`src/logic/rcl_pkg.sv`:
```
package rcl_pkg;

  // ==========================================================
  // Register map and field layout
  localparam int          ADDR_W      = 4;
  localparam int          DATA_W      = 32;
  localparam logic [3:0]  OFS_CTRL    = 4'h0;
  localparam logic [3:0]  OFS_STAT    = 4'h4;
  localparam logic [3:0]  OFS_MASK    = 4'h8;
  localparam logic [3:0]  OFS_STATE   = 4'hC;

  localparam int          CTRL_BYP    = 0;
  localparam int          CTRL_MUTE   = 1;
  localparam int          CTRL_W      = 2;

  localparam int          EV_LOCK_UP  = 0;
  localparam int          EV_LOCK_DN  = 1;
  localparam int          EV_RATE_CHG = 2;
  localparam int          EV_UNSUP    = 3;
  localparam int          EV_W        = 4;

  localparam int          ST_LOCK     = 0;
  localparam int          ST_RATE     = 1;
  localparam int          ST_BYP      = 2;
  localparam int          ST_MUTE     = 3;
  localparam int          ST_SCO      = 4;
  localparam int          ST_W        = 5;

  localparam logic [CTRL_W-1:0] CTRL_RST = 2'h0;
  localparam logic [EV_W-1:0]   EV_RST   = 4'h0;

  // ==========================================================
  // Timing
  localparam int CLK_NS     = 10;
  localparam int SETTLE_NS  = 100;
  localparam int SETTLE_CYC = (SETTLE_NS + CLK_NS - 1) / CLK_NS;
  localparam int SYNC_STAGES = 2;

  // ==========================================================
  // Pin levels
  localparam logic MUTE_LVL_P  = 1'b0;
  localparam logic MUTE_N_DFLT = 1'b1;
  localparam logic BYPASS_DFLT = 1'b0;
  localparam logic SCO_DFLT    = 1'b0;

  // ==========================================================
  // Types
  typedef enum logic [2:0] {
    RATE_NONE,
    RATE_143,
    RATE_270,
    RATE_1483,
    RATE_1485,
    RATE_UNSUP
  } rcl_rate_t;

  typedef struct packed {
    logic sco;
    logic bypass;
    logic mute_n;
  } rcl_ctl_t;

  typedef struct packed {
    logic in_data;
    logic retimed;
    logic rec_clk;
  } rcl_stream_t;

  typedef struct packed {
    logic p;
    logic n;
  } rcl_diff_t;

  localparam rcl_ctl_t  CTL_DFLT = '{sco: SCO_DFLT, bypass: BYPASS_DFLT, mute_n: MUTE_N_DFLT};
  localparam rcl_diff_t DIFF_MUTED = '{p: MUTE_LVL_P, n: ~MUTE_LVL_P};

  function automatic logic rate_is_sd(input rcl_rate_t r);
    case (r)
      RATE_143,
      RATE_270: rate_is_sd = 1'b1;
      default:  rate_is_sd = 1'b0;
    endcase
  endfunction

  function automatic logic rate_ok(input rcl_rate_t r);
    case (r)
      RATE_143,
      RATE_270,
      RATE_1483,
      RATE_1485: rate_ok = 1'b1;
      default:   rate_ok = 1'b0;
    endcase
  endfunction

endpackage

```
`src/logic/rcl_sync.sv`:
```
`timescale 1ns/1ps
module rcl_sync
  import rcl_pkg::*;
#(
  parameter int               WIDTH   = 3,
  parameter logic [WIDTH-1:0] RST_VAL = '0
) (
  input  wire logic             mclk,
  input  wire logic             rst_n,
  input  wire logic [WIDTH-1:0] d,
  input  wire logic [WIDTH-1:0] q_unused_guard,
  output logic      [WIDTH-1:0] q
);

  // ==========================================================
  // Two-flop synchroniser; first stage feeds only the second
  logic [WIDTH-1:0] meta_reg;
  logic [WIDTH-1:0] q_reg;

  always_ff @(posedge mclk or negedge rst_n) begin
    if (!rst_n) begin
      meta_reg <= RST_VAL;
      q_reg    <= RST_VAL;
    end else begin
      meta_reg <= d;
      q_reg    <= meta_reg;
    end
  end

  assign q = q_reg;

endmodule

```
`src/logic/rcl_ctrl.sv`:
```
// Chosen here: the plain strobed port and the placing of the registers.
`timescale 1ns/1ps
// Notes on behaviour
// Unlocked, no bypass, unmuted: outputs carry the input without retiming.
// Locked to a supported rate, no bypass, unmuted: outputs carry retimed data.
// Bypass high and unmuted: input data passes unretimed whatever the lock.
// Lock indicator stays high in bypass while locked to a supported rate.
// Rate class flag high for the 270 and 143 Mbps rates.
// Rate class flag low for the 1483 and 1485 Mbps rates.
// Rate class flag is registered and valid only while locked.
// Unlocked forces the rate class flag low.
// Flag is unsettled briefly after lock changes; outside must not sample then.
// Clock select high puts the recovered clock on the secondary output.
// Clock select defaults low; secondary then copies the primary output.
// System supplies the 27 MHz reference clock.
// Mute low silences both outputs over bypass; pairs take opposite levels.
// Secondary in clock mode is muted whenever bypass is active.
// With bypass low, retiming is skipped when unlocked or rate unsupported.
// Mute defaults unmuted, bypass defaults low, through internal pulls.
// Mute, bypass and clock select are synchronised before steering outputs.
module rcl_ctrl
  import rcl_pkg::*;
#(
  parameter int SETTLE = SETTLE_CYC
) (
  input  wire logic              mclk,
  input  wire logic              rst_n,
  input  wire rcl_ctl_t          pin_ctl,
  input  wire rcl_ctl_t          pin_drv,
  input  wire logic              pll_locked,
  input  wire rcl_rate_t         rate_det,
  input  wire rcl_stream_t       stream,
  input  wire logic [ADDR_W-1:0] addr,
  input  wire logic [DATA_W-1:0] wdata,
  input  wire logic              wr,
  input  wire logic              rd,
  output logic      [DATA_W-1:0] rdata,
  output logic                   irq,
  output rcl_diff_t              primary_serial_out,
  output rcl_diff_t              secondary_serial_out,
  output logic                   lock_indicator,
  output logic                   rate_class_flag,
  output logic                   retime_active
);

  // ==========================================================
  // Pin defaults and synchronisation
  // Undriven pins resolve to their pull level
  wire rcl_ctl_t pin_eff;
  wire rcl_ctl_t ctl_s;
  assign pin_eff.mute_n = pin_drv.mute_n ? pin_ctl.mute_n : MUTE_N_DFLT;
  assign pin_eff.bypass = pin_drv.bypass ? pin_ctl.bypass : BYPASS_DFLT;
  assign pin_eff.sco    = pin_drv.sco    ? pin_ctl.sco    : SCO_DFLT;

  rcl_sync #(
    .WIDTH   ($bits(rcl_ctl_t)),
    .RST_VAL (CTL_DFLT)
  ) u_sync (
    .mclk           (mclk),
    .rst_n          (rst_n),
    .d              (pin_eff),
    .q_unused_guard ('0),
    .q              (ctl_s)
  );

  // ==========================================================
  // Register file
  logic [CTRL_W-1:0] ctrl_reg;
  logic [EV_W-1:0]   stat_reg;
  logic [EV_W-1:0]   stat_next;
  logic [EV_W-1:0]   mask_reg;
  logic [DATA_W-1:0] rdata_reg;
  logic [DATA_W-1:0] rdata_next;

  wire hit_ctrl  = (addr == OFS_CTRL);
  wire hit_stat  = (addr == OFS_STAT);
  wire hit_mask  = (addr == OFS_MASK);
  wire hit_state = (addr == OFS_STATE);

  // ==========================================================
  // Effective controls
  wire lock_now  = pll_locked && rate_ok(rate_det);
  wire muted     = !ctl_s.mute_n || ctrl_reg[CTRL_MUTE];
  wire byp_force = ctl_s.bypass || ctrl_reg[CTRL_BYP];
  wire byp_act   = byp_force || !lock_now;
  wire sco_mode  = ctl_s.sco;

  // ==========================================================
  // Lock tracking; rate flag blanked one cycle behind the settling state
  typedef enum logic [1:0] {
    LK_DOWN,
    LK_SETTLE,
    LK_UP
  } rcl_lk_t;

  localparam int          CNT_W   = $clog2(SETTLE + 1);
  localparam logic [CNT_W-1:0] CNT_LAST = CNT_W'(SETTLE - 1);

  rcl_lk_t          lk_reg;
  rcl_lk_t          lk_next;
  logic [CNT_W-1:0] cnt_reg;
  logic [CNT_W-1:0] cnt_next;
  logic             lock_ind_reg;
  logic             rate_reg;
  logic             rate_next;
  logic             sd_seen_reg;

  // Reference is the class of the previous edge: the flag itself is low
  // on entry to UP and would restart settling on every SD lock
  wire class_moved = rate_is_sd(rate_det) != sd_seen_reg;

  always_comb begin
    lk_next  = lk_reg;
    cnt_next = '0;
    case (lk_reg)
      LK_DOWN: begin
        if (lock_now) begin
          lk_next = LK_SETTLE;
        end
      end
      LK_SETTLE: begin
        if (!lock_now) begin
          lk_next = LK_DOWN;
        end else if (cnt_reg == CNT_LAST) begin
          lk_next = LK_UP;
        end else begin
          cnt_next = cnt_reg + CNT_W'(1);
        end
      end
      LK_UP: begin
        if (!lock_now) begin
          lk_next = LK_DOWN;
        end else if (class_moved) begin
          lk_next = LK_SETTLE;
        end
      end
      default: lk_next = LK_DOWN;
    endcase
  end

  // Holding low one cycle behind settling gives the outside a defined level
  // instead of a half-updated class during a rate change
  assign rate_next = (lk_reg == LK_UP && lock_now) ? rate_is_sd(rate_det) : 1'b0;

  always_ff @(posedge mclk or negedge rst_n) begin
    if (!rst_n) begin
      lk_reg       <= LK_DOWN;
      cnt_reg      <= '0;
      lock_ind_reg <= 1'b0;
      rate_reg     <= 1'b0;
      sd_seen_reg  <= 1'b0;
    end else begin
      lk_reg       <= lk_next;
      cnt_reg      <= cnt_next;
      lock_ind_reg <= lock_now;
      rate_reg     <= rate_next;
      sd_seen_reg  <= rate_is_sd(rate_det);
    end
  end

  // ==========================================================
  // Output multiplexers, registered
  rcl_diff_t pri_reg;
  rcl_diff_t sec_reg;
  wire       pri_bit = byp_act ? stream.in_data : stream.retimed;
  wire rcl_diff_t pri_next = muted ? DIFF_MUTED : rcl_diff_t'{p: pri_bit, n: ~pri_bit};
  wire rcl_diff_t sec_clk  = (muted || byp_act) ? DIFF_MUTED
                             : rcl_diff_t'{p: stream.rec_clk, n: ~stream.rec_clk};
  wire rcl_diff_t sec_next = sco_mode ? sec_clk : pri_next;

  always_ff @(posedge mclk or negedge rst_n) begin
    if (!rst_n) begin
      pri_reg <= DIFF_MUTED;
      sec_reg <= DIFF_MUTED;
    end else begin
      pri_reg <= pri_next;
      sec_reg <= sec_next;
    end
  end

  // ==========================================================
  // Events and interrupt
  logic [EV_W-1:0] ev;
  logic            unsup_reg;
  wire             unsup_now = pll_locked && !rate_ok(rate_det);

  assign ev[EV_LOCK_UP]  = lock_now && !lock_ind_reg;
  assign ev[EV_LOCK_DN]  = !lock_now && lock_ind_reg;
  assign ev[EV_RATE_CHG] = rate_next != rate_reg;
  assign ev[EV_UNSUP]    = unsup_now && !unsup_reg;

  // A new event in the clearing read's cycle survives
  assign stat_next = (stat_reg & ~((rd && hit_stat) ? {EV_W{1'b1}} : EV_RST)) | ev;

  // ==========================================================
  // Bus slave
  wire [ST_W-1:0] state_word = {sco_mode, muted, byp_act, rate_reg, lock_ind_reg};

  assign rdata_next = !rd       ? '0
                    : hit_ctrl  ? DATA_W'(ctrl_reg)
                    : hit_stat  ? DATA_W'(stat_reg)
                    : hit_mask  ? DATA_W'(mask_reg)
                    : hit_state ? DATA_W'(state_word)
                    : '0;

  always_ff @(posedge mclk or negedge rst_n) begin
    if (!rst_n) begin
      ctrl_reg  <= CTRL_RST;
      mask_reg  <= EV_RST;
      stat_reg  <= EV_RST;
      unsup_reg <= 1'b0;
      rdata_reg <= '0;
    end else begin
      if (wr && hit_ctrl) begin
        ctrl_reg <= wdata[CTRL_W-1:0];
      end
      if (wr && hit_mask) begin
        mask_reg <= wdata[EV_W-1:0];
      end
      stat_reg  <= stat_next;
      unsup_reg <= unsup_now;
      rdata_reg <= rdata_next;
    end
  end

  assign rdata                = rdata_reg;
  assign irq                  = |(stat_reg & mask_reg);
  assign primary_serial_out   = pri_reg;
  assign secondary_serial_out = sec_reg;
  assign lock_indicator       = lock_ind_reg;
  assign rate_class_flag      = rate_reg;
  assign retime_active        = !byp_act;
endmodule

```
`config.mk`:
```
export PLATFORM = sky130hd
export DESIGN_NAME = rcl_ctrl
export DESIGN_NICKNAME = d
export VERILOG_FILES = /design/src/logic/rcl_pkg.sv /design/src/logic/rcl_sync.sv /design/src/logic/rcl_ctrl.sv
export SDC_FILE = /design/constraint.sdc
export NUM_CORES = 1
export LEC_CHECK = 0
export ABC_AREA = 1
export BUFFER_PORTS_ARGS = -buffer_cell sky130_fd_sc_hd__buf_2
export CAP_MARGIN = 5
export CORE_ASPECT_RATIO = 0.9
export CORE_MARGIN = 2
export CORE_UTILIZATION = 45
export DETAILED_ROUTE_END_ITERATION = 7
export PLACE_DENSITY = 0.83
export RECOVER_POWER = 25
export SYNTH_ARGS = -nofsm -noshare
export SYNTH_HDL_FRONTEND = slang
export SYNTH_HIERARCHICAL = 1
export SYNTH_SLANG_ARGS = --single-unit
```
`constraint.sdc`:
```
create_clock -name mclk -period 3 [get_ports mclk]
set_input_delay 0.15 -clock mclk [delete_from_list [all_inputs] [get_ports mclk]]
set_output_delay 0.15 -clock mclk [all_outputs]
set_load 0.005 [all_outputs]
```
==> tab_implementation.tex <==
\begin{tabular}{lr}
\hline
Metric & Value \\
\hline
\multicolumn{2}{l}{\textbf{Status}} \\
\quad Result of the run & completed \\
\multicolumn{2}{l}{\textbf{Worst setup path}} \\
\quad Cell with the largest stage delay on the worst path & sky130\_fd\_sc\_hd\_\_dfrtp\_1 \\
\quad Worst EP arrival & 1.24 ns \\
\quad FF-to-FF Start & ctrl\_reg[0] \\
\quad Setup slack of the most critical reg-to-reg path & 1.88 ns \\
\quad Worst setup EP type & primary output \\
\quad Required arrival time at the worst endpoint & 2.85 ns \\
\quad Path depth of the worst reg2reg path & 6 \\
\quad Combined buffer and inverter count along the critical path & 2 \\
\quad Kind of cell with the highest combined delay on the critical path & flip-flops \\
\quad Setup crit start kind & register \\
\quad Delay of the slowest critical-path stage & 0.40 ns \\
\quad Startpoint-to-endpoint class of the critical path & register to primary output \\
\quad Largest fanout on the critical path & 4 \\
\quad Cell-by-cell trace of the critical path & nor2\_1 -> nand3\_2 -> inv\_1 -> buf\_2 \\
\quad Critical register-to-register path endpoint & secondary\_serial\_out[0] \\
\multicolumn{2}{l}{\textbf{Hold path}} \\
\quad Hold wc startpoint & pin\_ctl[0] \\
\quad Worst hold path class & input port to register \\
\quad Min-Delay Endpoint & u\_sync/meta\_reg[0] \\
\quad Number of cells on the worst hold path & 3 \\
\multicolumn{2}{l}{\textbf{Floorplan}} \\
\quad Core Region & 3810 um\^{}2 \\
\quad Count of pins on the block boundary & 93 \\
\quad Die X-Extent & 71.1 um \\
\quad Initial Utilization & 47.8\% \\
\quad Number of core rows & 21 \\
\quad Overall die height & 64.4 um \\
\quad Die outline area & 4580 um\^{}2 \\
\multicolumn{2}{l}{\textbf{Finish}} \\
\quad FF/Latch Area & 881 um\^{}2 \\
\quad Fraction of layout instances using a drive strength above 1 & 25.6\% \\
\quad Post-route cell area & 2050 um\^{}2 \\
\quad Number of fillers in the final layout & 352 \\
\quad Synth-to-layout area growth & 12.4\% \\
\quad Antenna cells & 0 \\
\quad Footprint of the multi-input gates & 657 um\^{}2 \\
\quad Net count, final & 300 \\
\quad Flip-flop count of the largest register, all copies and words added & 5 \\
\quad Core Util, Final & 53.8\% \\
\multicolumn{2}{l}{\textbf{Logic synthesis}} \\
\quad Sequential fraction of the synthesis area & 48.3\% \\
\quad Synthesized netlist cell count & 200 \\
\quad Synth warn & 6 \\
\quad Primary flip-flop cell chosen by synthesis mapping & sky130\_fd\_sc\_hd\_\_dfrtp\_1 \\
\quad Post-Synthesis Cell Area & 1820 um\^{}2 \\
\quad Distinct cells, synth & 31 \\
\quad Seq cells post-synth & 35 \\
\quad Mapped Avg Cell Area & 9.11 um\^{}2 \\
\quad Number of enable flip-flop cells after synthesis & 0 \\
\quad Synth async-reset ratio & 100\% \\
\multicolumn{2}{l}{\textbf{Placement}} \\
\quad Count of port buffers added during placement & 37 \\
\quad RD Place Congestion & 0.839 \\
\quad HPWL after detailed placement & 2.22 mm \\
\quad Placement-stage cell area & 1960 um\^{}2 \\
\multicolumn{2}{l}{\textbf{Power}} \\
\quad Total power per unit cell area & 539 nW/um\^{}2 \\
\quad Worst vdd ir & 0.213 mV \\
\quad Standby leakage power & 1.16 nW \\
\quad Overall power consumption & 0.00110 W \\
\multicolumn{2}{l}{\textbf{Clocking}} \\
\quad Resized Gates After CTS & 0 \\
\quad CTS root buffer & sky130\_fd\_sc\_hd\_\_clkbuf\_8 \\
\quad CTS clk-pin slew, worst paths & 0.07 ns \\
\quad Clock buffer count from CTS & 5 \\
\quad Sink Count & 35 \\
\quad Clock latency on the worst-skew pair & 0.29 ns \\
\quad CTS tree & yes \\
\quad H-Tree Depth & 2 \\
\quad Max Root-Sink Buffers & 2 \\
\multicolumn{2}{l}{\textbf{Routing}} \\
\quad Number of vias after detailed routing & 1,294 \\
\quad Iteration count of the initial detailed-routing pass & 6 \\
\quad Drt via density & 4.43 \\
\quad Final routed wirelength across all metal layers & 2.93 mm \\
\quad Number of remaining DRC errors & 0 \\
\quad Post-detailed-route wirelength per cell & 10.0 um \\
\quad Remaining number of nets flagged by the antenna check after routing & 0 \\
\quad Initial DRC count & 44 \\
\multicolumn{2}{l}{\textbf{STA}} \\
\quad Final hold violation count & 0 \\
\quad Final worst-path cycle share & 46.4\% \\
\quad Setup Viol. Count Final & 0 \\
\quad Slew at the pin closest to its max-slew limit & 0.741 ns \\
\quad Fmax achieved & 719 MHz \\
\quad Final total negative setup slack & 0 ns \\
\quad Unrepaired setup endpoints after global routing & false \\
\quad Setup clock skew after layout & 0.00345 ns \\
\quad Max\_slew headroom & 50.6\% \\
\quad Final Max Tran Viols & 0 \\
\quad Final critical path time including I/O delays and setup & 1.39 ns \\
\multicolumn{2}{l}{\textbf{GRT}} \\
\quad Via count of the first global-routing pass & 1,087 \\
\quad GRT Resource Usage Total & 13.9\% \\
\quad Number of antenna violations at the first check in global routing & 0 \\
\quad Wire length of the first global-routing pass & 4.84 mm \\
\quad Largest net degree at the start of global routing & 36 \\
\quad Total global routing overflow & 0 \\
\multicolumn{2}{l}{\textbf{Flow run}} \\
\quad Max-Cap Viols & 0 \\
\hline
\end{tabular}
worst min-delay path: stages:
cell and delay (ns):
sky130_fd_sc_hd__buf_2 0.09, sky130_fd_sc_hd__inv_1 0.04, sky130_fd_sc_hd__nand2_1 0.04
cell families after synthesis:
family | share of synthesized area (%)
flops | 48.3
compound gates | 7.07
buf+inv | 18.5
simple gates | 23.1
xor+xnor | 1.44
fa+ha+maj | 1.37
other cells | 0.206
layout make-up:
class                           count  area share [%]
Sequential cell                    35            43.0
Multi-Input combinational cell    129            32.1
Timing Repair Buffer               39            9.95
Inverter                           35            6.53
Clock buffer                        5            3.36
Tap cell                           46            2.81
Clock inverter                      3            2.32
synth_stat cells, types with 3 or more instances:
| cell | n | share of area [%] |
|---|---|---|
| sky130_fd_sc_hd__inv_1 | 30 | 6.2 |
| sky130_fd_sc_hd__nand4_1 | 5 | 1.7 |
| sky130_fd_sc_hd__buf_4 | 27 | 11 |
| sky130_fd_sc_hd__nand3_2 | 5 | 2.7 |
| sky130_fd_sc_hd__nor2_2 | 4 | 1.4 |
| sky130_fd_sc_hd__inv_2 | 4 | 0.82 |
| sky130_fd_sc_hd__o21ai_1 | 3 | 0.82 |
| sky130_fd_sc_hd__dfstp_2 | 4 | 5.8 |
| sky130_fd_sc_hd__nor2_1 | 10 | 2.1 |
| sky130_fd_sc_hd__nand2_2 | 3 | 1.0 |
| sky130_fd_sc_hd__nand2_1 | 36 | 7.4 |
| sky130_fd_sc_hd__o21ai_0 | 7 | 1.9 |
| sky130_fd_sc_hd__nand3_1 | 6 | 1.6 |
| sky130_fd_sc_hd__o211ai_1 | 4 | 1.6 |
| sky130_fd_sc_hd__dfrtp_1 | 31 | 43 |
worst max-delay path by stage:
stage / start / to / depth (start not counted)
after floorplan: cnt_reg[0] / cnt_reg[0] / 4
after global placement: addr[1] / mask_reg[0] / 7
after detailed placement: cnt_reg[0] / cnt_reg[2] / 4
after CTS: ctrl_reg[0] / retime_active / 4
after global routing: ctrl_reg[0] / retime_active / 4
final: ctrl_reg[0] / retime_active / 4
power breakdown:
group,switching [W],total (W),internal [W]
Clock,0.000178,0.000429,0.000251
Combinational,0.0000863,0.000140,0.0000532
Sequential,0.0000232,0.000536,0.000512
Total,0.000287,0.00110,0.000817
layer usage:
metal  track usage, %  part of all wire, %  vias to the layer above  wire length (um)
li1                 -                    -                      661                 -
met1             17.2                   45                      572              1300
met2             21.6                   45                       53              1320
met3             3.94                  8.4                        8               245
met4             7.78                  2.2                        0                63
met5                0                    0                        -                 0
per-stage QoR:
| stage | hold WS, ns | instances | worst slack [ns] |
|---|---|---|---|
| final | 0.0339 | 292 | 1.61 |
| after global routing | 0.0316 | 292 | 1.49 |
| after CTS | 0.0183 | 292 | 1.59 |
| after detailed placement | 0.257 | 282 | 1.90 |
| after global placement | 0.254 | 282 | 1.91 |
| after floorplan | -0.146 | 226 | 1.99 |
cells in the final DEF, fill, tap and decap left out, types with 2 or more instances in the layout:
cell / n
sky130_fd_sc_hd__nand2_1: 39
sky130_fd_sc_hd__buf_2: 36
sky130_fd_sc_hd__inv_1: 32
sky130_fd_sc_hd__dfrtp_1: 31
sky130_fd_sc_hd__conb_1: 27
sky130_fd_sc_hd__nor2_1: 11
sky130_fd_sc_hd__nand3_1: 8
sky130_fd_sc_hd__o21ai_0: 8
sky130_fd_sc_hd__nand4_1: 5
sky130_fd_sc_hd__clkbuf_8: 5
sky130_fd_sc_hd__o211ai_1: 4
sky130_fd_sc_hd__nor2_2: 4
sky130_fd_sc_hd__dfstp_2: 4
sky130_fd_sc_hd__nand3_2: 3
sky130_fd_sc_hd__inv_2: 2
sky130_fd_sc_hd__a31oi_1: 2
sky130_fd_sc_hd__nand2_2: 2
sky130_fd_sc_hd__xnor2_1: 2
sky130_fd_sc_hd__o21ai_1: 2
sky130_fd_sc_hd__ha_1: 2
sky130_fd_sc_hd__dlygate4sd3_1: 2
timing repair:
item	CTS	global route
setup buffers	0	0
endpoints found under the hold margin	32	0
hold buffers	2	0
No activity file was read; power rests on OpenSTA's default activity.
